$ cat config.mk
export PLATFORM = sky130hd
export DESIGN_NAME = sst_core
export DESIGN_NICKNAME = d
export VERILOG_FILES = /design/src/sst_pkg.sv /design/src/sst_alu.sv /design/src/sst_core.sv
export VERILOG_INCLUDE_DIRS = /design/src /design/src/src
export SDC_FILE = /design/constraint.sdc
export NUM_CORES = 1
export LEC_CHECK = 0
export BUFFER_PORTS_ARGS = -buffer_cell sky130_fd_sc_hd__buf_2
export CAP_MARGIN = 10
export CORE_ASPECT_RATIO = 0.6
export CORE_MARGIN = 8
export CORE_UTILIZATION = 60
export CTS_CLUSTER_SIZE = 24
export DETAILED_ROUTE_END_ITERATION = 12
export GPL_ROUTABILITY_DRIVEN = 1
export PLACE_DENSITY = 0.85
export SYNTH_ARGS = -nofsm -noshare
export SYNTH_HDL_FRONTEND = slang
export SYNTH_SLANG_ARGS = --single-unit
$ cat constraint.sdc
create_clock -name mclk -period 6.4 [get_ports mclk]
set_clock_uncertainty 0.05 [all_clocks]
set_input_delay 0.32 -clock mclk [delete_from_list [all_inputs] [get_ports mclk]]
set_output_delay 0.32 -clock mclk [all_outputs]
set_load 0.02 [all_outputs]
$ cat src/sst_cfg.svh
// constants of the shift, subtract and test execution block
`ifndef SST_CFG_SVH
`define SST_CFG_SVH

// ************************************************************
// register byte addresses on the apb bus
// ************************************************************
`define SST_ADDR_W        12
`define SST_ADR_OPCODE    12'h000
`define SST_ADR_DST       12'h004
`define SST_ADR_SRC       12'h008
`define SST_ADR_FLAGS     12'h00c
`define SST_ADR_STATUS    12'h010
// window pointers keep their printed register index; byte address is four times it
`define SST_IDX_WP_LOW    12'h0d6
`define SST_IDX_WP_HIGH   12'h0d7

// ************************************************************
// opcodes
// ************************************************************
`define SST_OP_SUB_FIRST  8'h22
`define SST_OP_SUB_LAST   8'h26
`define SST_OP_TCM_FIRST  8'h62
`define SST_OP_TCM_LAST   8'h66
`define SST_OP_TM_FIRST   8'h72
`define SST_OP_TM_LAST    8'h76
`define SST_OP_SWAP_R     8'hf0
`define SST_OP_SWAP_IR    8'hf1
`define SST_OP_STOP       8'h7f
`define SST_OP_SRA_R      8'hd0
`define SST_OP_SRA_IR     8'hd1
`define SST_OP_SRP        8'h31
`define SST_OP_SHORT_NIB  4'h2

// ************************************************************
// timing and field positions
// ************************************************************
`define SST_CYC_SHORT     3'd4
`define SST_CYC_LONG      3'd6
`define SST_SEL_LOW_ONLY  2'b10
`define SST_SEL_HIGH_ONLY 2'b01
`define SST_SEL_BOTH      2'b00
`define SST_ST_BUSY       0
`define SST_ST_STOPPED    1
`define SST_ST_ILLEGAL    2
`define SST_ST_WAKE_RST   3
`define SST_ST_WAKE_IRQ   4
`define SST_RST_BYTE      8'h00

`endif

$ cat src/sst_pkg.sv
// types and opcode decode of the shift, subtract and test execution block
`include "sst_cfg.svh"
package sst_pkg;

    // flags byte: c z s v d h and two spare bits
    typedef struct packed {
        logic       c;
        logic       z;
        logic       s;
        logic       v;
        logic       d;
        logic       h;
        logic [1:0] spare;
    } sst_flags_t;

    typedef enum {
        SST_K_NONE,
        SST_K_SRA,
        SST_K_SRP,
        SST_K_STOP,
        SST_K_SUB,
        SST_K_SWAP,
        SST_K_TCM,
        SST_K_TM
    } sst_kind_t;

    typedef struct packed {
        logic [7:0] result;
        sst_flags_t flags;
        logic       wr_dst;
    } sst_alu_out_t;

    function automatic sst_kind_t sst_decode(input logic [7:0] op);
        sst_kind_t k;
        k = SST_K_NONE;
        if (op >= `SST_OP_SUB_FIRST && op <= `SST_OP_SUB_LAST)
            k = SST_K_SUB;
        else if (op >= `SST_OP_TCM_FIRST && op <= `SST_OP_TCM_LAST)
            k = SST_K_TCM;
        else if (op >= `SST_OP_TM_FIRST && op <= `SST_OP_TM_LAST)
            k = SST_K_TM;
        else if (op == `SST_OP_SWAP_R || op == `SST_OP_SWAP_IR)
            k = SST_K_SWAP;
        else if (op == `SST_OP_SRA_R || op == `SST_OP_SRA_IR)
            k = SST_K_SRA;
        else if (op == `SST_OP_SRP)
            k = SST_K_SRP;
        else if (op == `SST_OP_STOP)
            k = SST_K_STOP;
        return k;
    endfunction : sst_decode

endpackage : sst_pkg

$ cat src/sst_alu.sv
// combinational result and flag logic of the execution block
`timescale 1ns/1ps
module sst_alu
    import sst_pkg::*;
(
    input  wire logic [7:0]   op,
    input  wire logic [7:0]   dst,
    input  wire logic [7:0]   src,
    input  wire sst_flags_t   flags_in,
    output sst_alu_out_t      alu_out
);

    // ************************************************************
    // datapath
    // ************************************************************
    logic [8:0] diff;
    logic [4:0] diff_lo;
    logic [7:0] masked;

    // subtraction adds the two's complement, so carry out high means no borrow
    assign diff    = {1'b0, dst} + {1'b0, ~src} + 9'h001;
    assign diff_lo = {1'b0, dst[3:0]} + {1'b0, ~src[3:0]} + 5'h01;

    // result and flags per operation; unlisted flags hold
    always_comb
    begin
        masked  = 8'h00;
        alu_out = '{result: dst, flags: flags_in, wr_dst: 1'b0};
        case (sst_decode(op))
            SST_K_SRA:
            begin
                alu_out.result  = {dst[7], dst[7:1]};  // RULE1
                alu_out.wr_dst  = 1'b1;
                alu_out.flags.c = dst[0];              // RULE2
                alu_out.flags.z = ({dst[7], dst[7:1]} == 8'h00);
                alu_out.flags.s = dst[7];
                alu_out.flags.v = 1'b0;
            end
            SST_K_SUB:
            begin
                alu_out.result  = diff[7:0];           // RULE10
                alu_out.wr_dst  = 1'b1;
                alu_out.flags.c = ~diff[8];            // RULE11
                alu_out.flags.z = (diff[7:0] == 8'h00);
                alu_out.flags.s = diff[7];
                alu_out.flags.v = (dst[7] != src[7]) && (diff[7] == src[7]);
                alu_out.flags.d = 1'b1;                // RULE12
                alu_out.flags.h = ~diff_lo[4];         // RULE12
            end
            SST_K_SWAP:
            begin
                // undefined carry and overflow are simply left as they were
                alu_out.result  = {dst[3:0], dst[7:4]}; // RULE13
                alu_out.wr_dst  = 1'b1;
                alu_out.flags.z = (dst == 8'h00);      // RULE14
                alu_out.flags.s = dst[3];              // RULE14
            end
            SST_K_TCM:
            begin
                masked          = ~dst & src;          // RULE15
                alu_out.flags.z = (masked == 8'h00);
                alu_out.flags.s = masked[7];
                alu_out.flags.v = 1'b0;
            end
            SST_K_TM:
            begin
                masked          = dst & src;           // RULE16
                alu_out.flags.z = (masked == 8'h00);
                alu_out.flags.s = masked[7];
                alu_out.flags.v = 1'b0;
            end
            default:
            begin
                alu_out.wr_dst = 1'b0;                 // RULE4 RULE6
            end
        endcase
    end

endmodule : sst_alu

$ cat src/sst_core.sv
// apb-attached execution unit for shift, pointer, stop, subtract, swap and mask tests
//
// Functional notes
// RULE1 - arithmetic right shift moves bits down, keeps bit 7, copies it to bit 6
// RULE2 - shift: carry gets old bit 0, zero and sign from result, overflow cleared
// RULE3 - pointer select 10 loads bits 7:3 into low pointer, 01 into high
// RULE4 - select 00 loads bits 7:4 into both, bit 3 low cleared, high set
// RULE5 - low pointer at register index d6, high pointer at index d7
// RULE6 - stop is one byte, four cycles, opcode 7f, gates both clocks
// RULE7 - during stop all registers keep their contents
// RULE8 - stop ends only on external reset or external interrupt
// RULE9 - outside party holds reset low until oscillator has stabilised
// RULE10 - subtract stores dst minus src via two's complement add, src untouched
// RULE11 - subtract: carry is borrow, zero, sign, overflow by sign rule
// RULE12 - subtract: decimal flag set, half carry set on low nibble borrow
// RULE13 - nibble swap exchanges low and high halves and writes back
// RULE14 - swap: zero and sign from result, decimal and half carry kept
// RULE15 - inverted mask test ands complement of dst with mask, no write
// RULE16 - mask test ands dst with mask, flags only, no write
// RULE17 - stop finishes its cycles before gating; wake resumes after stop
`timescale 1ns/1ps
`include "sst_cfg.svh"
module sst_core
    import sst_pkg::*;
(
    input  wire logic                    mclk,
    input  wire logic                    srst,
    input  wire logic [`SST_ADDR_W-1:0]  paddr,
    input  wire logic                    psel,
    input  wire logic                    penable,
    input  wire logic                    pwrite,
    input  wire logic [31:0]             pwdata,
    output logic      [31:0]             prdata,
    output logic                         pready,
    output logic                         pslverr,
    input  wire logic                    ext_reset_n,
    input  wire logic                    ext_irq,
    output logic                         cpu_clk_en,
    output logic                         sys_clk_en,
    output logic                         stop_mode
);

    // ************************************************************
    // state
    // ************************************************************
    typedef enum {
        SST_IDLE,
        SST_EXEC,
        SST_STOPPED
    } sst_state_t;

    typedef struct packed {
        sst_state_t  state;
        logic [2:0]  cnt;
        logic [7:0]  op;
        logic [7:0]  dst;
        logic [7:0]  src;
        sst_flags_t  flags;
        logic [7:0]  wp_low;
        logic [7:0]  wp_high;
        logic        illegal;
        logic        wake_rst;
        logic        wake_irq;
        logic        rst_meta;
        logic        rst_sync;
        logic        irq_meta;
        logic        irq_sync;
        logic [31:0] prdata;
    } sst_regs_t;

    sst_regs_t    s_q;
    sst_regs_t    s_d;
    sst_alu_out_t alu_out;

    // ************************************************************
    // helpers
    // ************************************************************
    function automatic logic [`SST_ADDR_W-1:0] sst_idx_addr(
        input logic [`SST_ADDR_W-1:0] idx
    );
        return {idx[`SST_ADDR_W-3:0], 2'b00};
    endfunction : sst_idx_addr

    function automatic logic sst_hit(input logic [`SST_ADDR_W-1:0] a);
        return (a == `SST_ADR_OPCODE) || (a == `SST_ADR_DST) ||
               (a == `SST_ADR_SRC) || (a == `SST_ADR_FLAGS) ||
               (a == `SST_ADR_STATUS) ||
               (a == sst_idx_addr(`SST_IDX_WP_LOW)) ||
               (a == sst_idx_addr(`SST_IDX_WP_HIGH));
    endfunction : sst_hit

    // cycles of the printed format: x2 forms and one-operand ops are short
    function automatic logic [2:0] sst_cycles(input logic [7:0] op);
        sst_kind_t k;
        k = sst_decode(op);
        if (k == SST_K_SUB || k == SST_K_TCM || k == SST_K_TM)
            return (op[3:0] == `SST_OP_SHORT_NIB) ? `SST_CYC_SHORT : `SST_CYC_LONG;
        return `SST_CYC_SHORT;
    endfunction : sst_cycles

    // ************************************************************
    // datapath instance
    // ************************************************************
    sst_alu u_alu (
        .op       (s_q.op),
        .dst      (s_q.dst),
        .src      (s_q.src),
        .flags_in (s_q.flags),
        .alu_out  (alu_out)
    );

    // ************************************************************
    // next state
    // ************************************************************
    logic setup;
    logic wr_ok;
    logic [7:0] wbyte;
    logic [4:0] status;

    assign setup  = psel & ~penable;
    assign wbyte  = pwdata[7:0];
    assign status = {s_q.wake_irq, s_q.wake_rst, s_q.illegal,
                     s_q.state == SST_STOPPED, s_q.state == SST_EXEC};
    // writes are dropped in stop so no bus-written register changes while clocks are gated
    assign wr_ok  = psel & penable & pwrite & sst_hit(paddr)
                  & (s_q.state != SST_STOPPED); // RULE7

    always_comb
    begin
        s_d = s_q;
        // two-flop synchronisers for the wake pins
        s_d.rst_meta = ext_reset_n;
        s_d.rst_sync = s_q.rst_meta;
        s_d.irq_meta = ext_irq;
        s_d.irq_sync = s_q.irq_meta;

        // read data is captured in the setup cycle, so the access needs no wait
        if (setup)
        begin
            case (paddr)
                `SST_ADR_OPCODE:                  s_d.prdata = {24'h000000, s_q.op};
                `SST_ADR_DST:                     s_d.prdata = {24'h000000, s_q.dst};
                `SST_ADR_SRC:                     s_d.prdata = {24'h000000, s_q.src};
                `SST_ADR_FLAGS:                   s_d.prdata = {24'h000000, s_q.flags};
                `SST_ADR_STATUS:                  s_d.prdata = {27'h0000000, status};
                sst_idx_addr(`SST_IDX_WP_LOW):    s_d.prdata = {24'h000000, s_q.wp_low};
                sst_idx_addr(`SST_IDX_WP_HIGH):   s_d.prdata = {24'h000000, s_q.wp_high};
                default:                          s_d.prdata = 32'h00000000;
            endcase
        end

        // plain register writes; the execution commit below takes priority
        if (wr_ok)
        begin
            case (paddr)
                `SST_ADR_DST:                   s_d.dst     = wbyte;
                `SST_ADR_SRC:                   s_d.src     = wbyte;
                `SST_ADR_FLAGS:                 s_d.flags   = sst_flags_t'(wbyte);
                sst_idx_addr(`SST_IDX_WP_LOW):  s_d.wp_low  = wbyte; // RULE5
                sst_idx_addr(`SST_IDX_WP_HIGH): s_d.wp_high = wbyte; // RULE5
                default:                        s_d.op      = s_q.op;
            endcase
        end

        case (s_q.state)
            SST_IDLE:
            begin
                if (wr_ok && paddr == `SST_ADR_OPCODE)
                begin
                    s_d.op      = wbyte;
                    s_d.illegal = (sst_decode(wbyte) == SST_K_NONE);
                    if (sst_decode(wbyte) != SST_K_NONE)
                    begin
                        s_d.cnt   = sst_cycles(wbyte) - 3'd1;
                        s_d.state = SST_EXEC;
                    end
                end
            end
            SST_EXEC:
            begin
                if (s_q.cnt != 3'd0)
                begin
                    s_d.cnt = s_q.cnt - 3'd1;
                end
                else
                begin
                    // commit on the last cycle of the instruction
                    s_d.flags = alu_out.flags;
                    if (alu_out.wr_dst)
                        s_d.dst = alu_out.result; // RULE10 RULE13
                    if (sst_decode(s_q.op) == SST_K_SRP)
                    begin
                        case (s_q.src[1:0])
                            `SST_SEL_LOW_ONLY:
                                s_d.wp_low[7:3] = s_q.src[7:3]; // RULE3
                            `SST_SEL_HIGH_ONLY:
                                s_d.wp_high[7:3] = s_q.src[7:3]; // RULE3
                            `SST_SEL_BOTH:
                            begin
                                s_d.wp_low[7:3]  = {s_q.src[7:4], 1'b0}; // RULE4
                                s_d.wp_high[7:3] = {s_q.src[7:4], 1'b1}; // RULE4
                            end
                            default:
                                s_d.wp_low = s_q.wp_low;
                        endcase
                    end
                    // stop gates the clocks only after its own four cycles
                    if (sst_decode(s_q.op) == SST_K_STOP)
                    begin
                        s_d.state    = SST_STOPPED; // RULE6 RULE17
                        s_d.wake_rst = 1'b0;
                        s_d.wake_irq = 1'b0;
                    end
                    else
                    begin
                        s_d.state = SST_IDLE;
                    end
                end
            end
            SST_STOPPED:
            begin
                // reset must stay low through oscillator settling; we leave on first sight
                if (!s_q.rst_sync || s_q.irq_sync)
                begin
                    s_d.state    = SST_IDLE; // RULE8 RULE9 RULE17
                    s_d.wake_rst = ~s_q.rst_sync;
                    s_d.wake_irq = s_q.irq_sync;
                end
            end
            default:
            begin
                s_d.state = SST_IDLE;
            end
        endcase
    end

    // ************************************************************
    // registers
    // ************************************************************
    always_ff @(posedge mclk)
    begin
        if (srst)
        begin
            s_q          <= '0;
            s_q.state    <= SST_IDLE;
            s_q.flags    <= sst_flags_t'(`SST_RST_BYTE);
            s_q.rst_meta <= 1'b1;
            s_q.rst_sync <= 1'b1;
        end
        else
        begin
            s_q <= s_d;
        end
    end

    // ************************************************************
    // outputs
    // ************************************************************
    assign prdata     = s_q.prdata;
    assign pready     = 1'b1;
    assign pslverr    = psel & penable & ~sst_hit(paddr);
    assign stop_mode  = (s_q.state == SST_STOPPED);
    assign cpu_clk_en = ~stop_mode; // RULE6
    assign sys_clk_en = ~stop_mode; // RULE6

endmodule : sst_core

==> reports/results.tsv, run 1 <==
stage	metric	value	unit
clock_tree	clk slew on worst S/H paths	0.06	ns
global_route	antenna violations before repair	0	
routing	DRT antenna net count	0	
finish	fillers	682	
logic_synthesis	#FFs+latches synth	68	
worst_setup_path	endpoint class of the critical path	register	
min_path	Hold Crit Class	input port to register	
timing	Slew Limit Fails	0	
place	RePlAce Congestion	0.9597	
global_route	GR Util All Layers	25.93	%
timing	worst slew margin relative to its limit	43.30	%
logic_synthesis	syn_area_per_cell	8.514	um^2
clock_tree	Setup Buffers After CTS	0	
logic_synthesis	asr flop ratio synth	0	%
worst_setup_path	CP Data Arrival Time	3.14	ns
routing	Via-to-Cell Ratio	6.609	
clock_tree	CTS Sinks	68	
global_route	maximum number of pins on one net before global-route repair	72	
global_route	global-route wire length before repair	23820	um
timing	Final Hold Violating Endpoints	0	
pwr	worst ir drop on vdd	209.7	uV
global_route	GRT overflow	0	
finish	diode count	0	
timing	period utilisation layout	45.91	%
logic_synthesis	synthesis warning total	0	
floorplan	I/O pins	88	
pwr	Pwr Total	0.9887	mW
routing	drt total wl	15310	um
worst_setup_path	cells along the critical path	inv_1 > ha_1 > nor2b_1 > o2111ai_1 > and4_1 > a211oi_1 > nand4_1 > a211oi_1	
floorplan	Die Width	134.9	um
clock_tree	clk root buf	clkbuf_16	
timing	final setup violating endpoints	0	
timing	Final min period	2.938	ns
worst_setup_path	Crit path largest cell delay	0.60	ns
pwr	Static Leak	2.100	nW
clock_tree	CTS resizes	0	
routing	# DRC	0	
routing	DR vias	4765	
finish	layout cells sized above 1	17.24	%
logic_synthesis	post-synth cell types	85	
worst_setup_path	Worst Setup Start Kind	register	
status	outcome	completed	
floorplan	die area	11790	um^2
clock_tree	H-tree levels	3	
pwr	Pwr Density	183.4	nW/um^2
routing	Iteration-0 DRC Markers	489	
floorplan	core footprint	8361	um^2
worst_setup_path	Worst EP required	6.60	ns
finish	P&R area growth vs syn	5.898	%
routing	Pre-antenna DRT Iters	5	
timing	TNS Setup	0	ns
worst_setup_path	Top delay family on crit path	compound AO/OA/AOI/OAI gates	
worst_setup_path	Critical Path Fanout Max	6	
clock_tree	CTS buffer count	9	
clock_tree	Max clock buf depth	2	
floorplan	Cell Rows	26	
logic_synthesis	Gate Count Post-Synth	598	
routing	routed len/inst	21.23	um
worst_setup_path	CP max stage cell	a211oi_1	
clock_tree	cts hold-fix bufs	0	
clock_tree	Clock Latency Late Sink	0.33	ns
place	input/output buffers	38	
timing	worst slew pin tran	0.8433	ns
timing	RSZ-0062 raised after global routing	no	
worst_setup_path	Buffers & Inverters on Critical Path	1	
worst_setup_path	CP dominant cell by count	a211oi_1	
place	DP HPWL	11330	um
global_route	vias in the first global route	4496	
worst_setup_path	reg-to-reg setup timing slack	3.46	ns
logic_synthesis	commonest register cell after synthesis	dfxtp_1	
logic_synthesis	synthesized area	5091	um^2
finish	Nets	684	
logic_synthesis	Seq/Total Area, Yosys	26.74	%
timing	Fmax	340.4	MHz
floorplan	Initial Util	60.89	%
logic_synthesis	Post-synth EDFFs	0	
flow_run	max_cap viols	0	
clock_tree	CTS tree	done	
floorplan	chip height	87.35	um
worst_setup_path	WS Path Type	register to register	
placed cells by master (no fill, tap or decap), types with 9 or more instances in the layout:
cell type	netlist	routed
nand2_1	45	45
buf_2	8	38
mux2i_1	33	33
a21oi_1	36	36
dfxtp_1	68	68
ha_1	28	28
nand3_1	11	11
nor2_1	58	58
conb_1	2	25
o21ai_0	11	11
nor3_1	20	20
a221oi_1	11	11
a211oi_1	13	13
mux2_2	9	9
clkbuf_16	0	9
inv_1	26	26
flip-flops by register name, summed over array words and instances (netlist names):
signal / count
s_d: 2
s_q: 58
prdata: 8
through the flow:
step	cells	hold slack [ns]	instance area, um^2	util [%]	worst slack [ns]
4_1_cts	721	0.1197	5391	64.49	3.552
2_1_floorplan	621	0.3395	5177	-	4.150
5_1_grt	721	0.1359	5391	64.49	3.300
3_5_place_dp	705	0.3492	5089	60.87	3.587
6_report	721	0.1287	5391	64.49	3.462
3_3_place_gp	705	0.3413	5089	60.87	3.702
path summary, 6_finish.rpt:
path | start | endpoint | depth (start not counted)
max | s_q[64] | s_q[61] | 8
min | ext_reset_n | s_d[34] | 2
max reg2reg | s_q[64] | s_q[61] | 8
min reg2reg | s_d[34] | s_q[34] | 1
final cells by class:
type                            count  area, um^2  area share (%)
Timing Repair Buffer               39       197.7           3.667
Sequential cell                    68        1361           25.25
Tap cell                          112       140.1           2.599
Clock inverter                      6       63.81           1.184
Multi-Input combinational cell    459        3288           60.99
Clock buffer                       10       239.0           4.433
Inverter                           27       101.3           1.880
cell families after synthesis:
logic type,count (synthesis),share of synthesized area [%]
other,2,0.1475
adder cells (fa/ha/maj),29,7.275
buffers and inverters,94,10.37
XOR/XNOR,5,0.8603
flip-flops,68,26.74
AO/OA/AOI/OAI,134,19.66
multiplexers,48,11.13
AND/OR/NAND/NOR,218,23.81
per-layer routing:
| layer | up-vias | wire (um) | share of wire (%) | track usage [%] |
|---|---|---|---|---|
| met4 | 0 | 461 | 3.0 | 9.017 |
| met1 | 2234 | 6492 | 42 | 35.38 |
| li1 | 2133 | - | - | - |
| met5 | - | 0 | 0 | 0 |
| met3 | 58 | 2048 | 13 | 8.698 |
| met2 | 340 | 6305 | 41 | 36.96 |
Yosys cell counts, types with 9 or more instances:
cell      instances  area (um^2)
mux2i_1          33        330.3
nor3_1           20        100.1
mux2_2            9        101.4
inv_1            26        97.59
clkbuf_1         16        60.06
ha_1             28        350.3
a221oi_1         11        96.34
buf_4            34        255.2
dfxtp_1          68         1361
a211oi_1         13        97.59
nand2_1          45        168.9
nand3_1          11        55.05
a21oi_1          36        180.2
o21ai_0          11        55.05
nor2_1           58        217.7
worst reg2reg max path: stages (launching register included):
cell and delay, ns:
dfxtp_1 0.49, inv_1 0.22, ha_1 0.32, nor2b_1 0.25, o2111ai_1 0.21, and4_1 0.23, a211oi_1 0.60, nand4_1 0.25
a211oi_1 0.24
where the power goes:
group	internal (mW)	switching (mW)	total (mW)
Clock	0.311	0.186	0.497
Sequential	0.426	0.000953	0.427
Combinational	0.0163	0.0491	0.0654
Power figures use the tool's default switching activity.
==> run 2: changes to the inputs <==
CORE_UTILIZATION = 52   (was 60)
PLACE_DENSITY = 0.78   (was 0.85)
clock period = 2.4 ns   (was 6.4 ns; I/O delays follow)
==> reports/results.tsv, run 2 (same netlist as run 1, synthesis figures left out) <==
stage	metric	value	unit	change
clock_tree	CTS buffer count	9		unchanged
worst_setup_path	endpoint class of the critical path	register		
routing	routed len/inst	21.50	um	+1.3%
pwr	Reg power frac	41.7	%	-1.4 points
clock_tree	Max clock buf depth	2		unchanged
finish	P&R area growth vs syn	17.72	%	
global_route	GR Util All Layers	26.08	%	+0.15 points
flow_run	max_cap viols	0		unchanged
clock_tree	CTS Sinks	68		unchanged
pwr	Combinational Power Share	7.0	%	+0.4 points
timing	Final Hold Violating Endpoints	0		unchanged
clock_tree	clk root buf	clkbuf_16		
place	input/output buffers	38		unchanged
finish	Top reg by flops	s_q		
min_path	Hold Crit Class	input port to register		
global_route	vias in the first global route	4805		+6.9%
finish	post-route cell area	5993	um^2	+11%
worst_setup_path	worst-case reg-to-reg path depth	6		-2
finish	diode count	0		unchanged
worst_setup_path	Buffers & Inverters on Critical Path	0		-1
pwr	Switching Fraction	26.38	%	+2.5 points
status	outcome	completed		
timing	hold slack	0.08348	ns	-0.04526 ns
worst_setup_path	reg-to-reg setup timing slack	0.03	ns	-3.43 ns
floorplan	core footprint	9704	um^2	+16%
finish	fillers	852		+25%
timing	worst slew margin relative to its limit	44.84	%	+1.5 points
routing	Iteration-0 DRC Markers	591		+21%
timing	Fmax	421.4	MHz	+24%
worst_setup_path	FF-to-FF End	s_q[50]		
finish	most frequent cells in the layout	64 x buf_4, 63 x dfxtp_1, 58 x nor2_1		
finish	Nets	750		+9.6%
clock_tree	Clock Latency Late Sink	0.34	ns	about the same
worst_setup_path	CP max stage cell	o41ai_4		
clock_tree	clk slew on worst S/H paths	0.06	ns	about the same
routing	drt total wl	17410	um	+14%
pwr	Internal	2.009	mW	+170%
worst_setup_path	cells along the critical path	and3b_1 > nor3b_1 > or3_4 > o41ai_4 > o221ai_1 > a211oi_1		
worst_setup_path	Worst Setup Start Kind	register		
min_path	worst hold path depth	3		+1
global_route	maximum number of pins on one net before global-route repair	41		-43%
pwr	P_sw	0.7198	mW	+210%
timing	period utilisation layout	98.87	%	+53 points
worst_setup_path	Crit path largest cell delay	0.45	ns	-0.15 ns
pwr	clock group share of total power	51.3	%	+1.1 points
floorplan	Die Width	143.7	um	+6.5%
finish	flip-flop count of the largest register after layout	58		unchanged
place	RePlAce Congestion	0.9992		+4.1%
clock_tree	CTS tree	done		
floorplan	chip height	92.65	um	+6.1%
routing	DR vias	5043		+5.8%
routing	Pre-antenna DRT Iters	5		unchanged
routing	Via-to-Cell Ratio	6.226		-5.8%
timing	worst slew pin tran	0.8275	ns	-0.01588 ns
worst_setup_path	Reg-to-Reg Start	s_q[85]		
global_route	antenna violations before repair	0		unchanged
timing	RSZ-0062 raised after global routing	yes		
timing	Final min period	2.373	ns	-0.5652 ns
place	area post-placement	5595	um^2	+10%
worst_setup_path	Worst EP required	2.60	ns	-4.00 ns
finish	commonest non-fill, non-tap cell in the layout	buf_4		
routing	DRT antenna net count	0		unchanged
global_route	GRT overflow	0		unchanged
worst_setup_path	Top delay family on crit path	compound AO/OA/AOI/OAI gates		
floorplan	Initial Util	52.46	%	-8.4 points
timing	Slew Limit Fails	0		unchanged
floorplan	die area	13320	um^2	+13%
timing	TNS Setup	0	ns	unchanged
worst_setup_path	WS Path Type	register to register		
global_route	global-route wire length before repair	26590	um	+12%
worst_setup_path	Critical Path Fanout Max	8		+2
clock_tree	H-tree levels	3		unchanged
pwr	Pwr Density	455.3	nW/um^2	+150%
timing	final setup violating endpoints	0		unchanged
worst_setup_path	CP Data Arrival Time	2.57	ns	-0.57 ns
routing	# DRC	0		unchanged
min_path	Hold EP	s_q[81]		
finish	layout cells sized above 1	26.96	%	+9.7 points
min_path	min-delay src	pwdata[2]		
floorplan	I/O pins	88		unchanged
pwr	Pwr Total	2.729	mW	+180%
pwr	worst ir drop on vdd	350.5	uV	+67%
pwr	Static Leak	2.458	nW	+17%
place	DP HPWL	12950	um	+14%
floorplan	Cell Rows	28		+7.7%
==> run 2: cell count changes in the layout (fill, tap and decap cells not counted), moves of 2 or more <==
| cell | previous run | this run |
|---|---|---|
| buf_4 | 1 | 64 |
| dfxtp_2 | 0 | 5 |
| dlygate4sd3_1 | 0 | 2 |
| a211oi_1 | 13 | 11 |
| clkinv_2 | 2 | 0 |
| inv_6 | 0 | 3 |
| dfxtp_1 | 68 | 63 |
==> run 2: worst reg2reg max path, delay by kind of cell, from the launching register on <==
family / cells / cell delay, ns
AO/OA/AOI/OAI: 3 / 0.93
flip-flops: 1 / 0.41
AND/OR/NAND/NOR: 3 / 0.90
==> run 2: area by class of cell <==
cell class	count	area, um^2	area share (%)
well taps	135	168.9	2.818
clock buffers	9	225.2	3.758
flip-flops and latches	68	1368	22.82
inverters	27	101.3	1.691
repair buffers	105	710.7	11.86
multi-input cells	459	3337	55.68
clock inverters	7	82.58	1.378
==> run 2: timing repair <==
| item | in CTS | in global routing |
|---|---|---|
| hold buffers | 2 | 0 |
| pin swaps | 0 | 14 |
| buffers inserted | 0 | 2 |
| endpoints found under the setup margin | 1 | 14 |
| resized for setup | 1 | 14 |
| endpoints found under the hold margin | 2 | 0 |
==> run 2: per-layer routing <==
metal	GRT usage (%)	part of all wire, %
met5	0	0
met4	7.485	2.0
met3	9.759	13
met2	35.83	41
met1	36.91	44
==> run 2: stage by stage <==
step | utilization (%) | std cells | worst slack (ns)
6_report | 61.76 | 810 | 0.02721
3_5_place_dp | 57.66 | 790 | -0.03567
4_1_cts | 61.09 | 808 | 0.01184
2_1_floorplan | - | 621 | 0.1495
3_3_place_gp | 57.66 | 790 | 0.01446
5_1_grt | 61.76 | 810 | -0.02503
==> run 2: worst max-delay path by stage <==
| stage | cells past startpoint | from | end |
|---|---|---|---|
| floorplan | 9 | s_q[63] | s_q[62] |
| detailed placement | 10 | s_q[71] | s_q[62] |
| global placement | 10 | s_q[71] | s_q[62] |
| finish | 6 | s_q[85] | s_q[50] |
| global route | 6 | s_q[80] | s_q[50] |
| CTS | 6 | s_q[81] | s_q[42] |
==> run 2: power by group through the flow <==
| stage | clock [mW] | combinational, mW | sequential (mW) |
|---|---|---|---|
| floorplan | 0 | 0.152 | 1.16 |
| global placement | 0 | 0.175 | 1.16 |
| detailed placement | 0 | 0.180 | 1.16 |
| CTS | 1.41 | 0.184 | 1.14 |
| global route | 1.46 | 0.203 | 1.14 |
| finish | 1.40 | 0.191 | 1.14 |
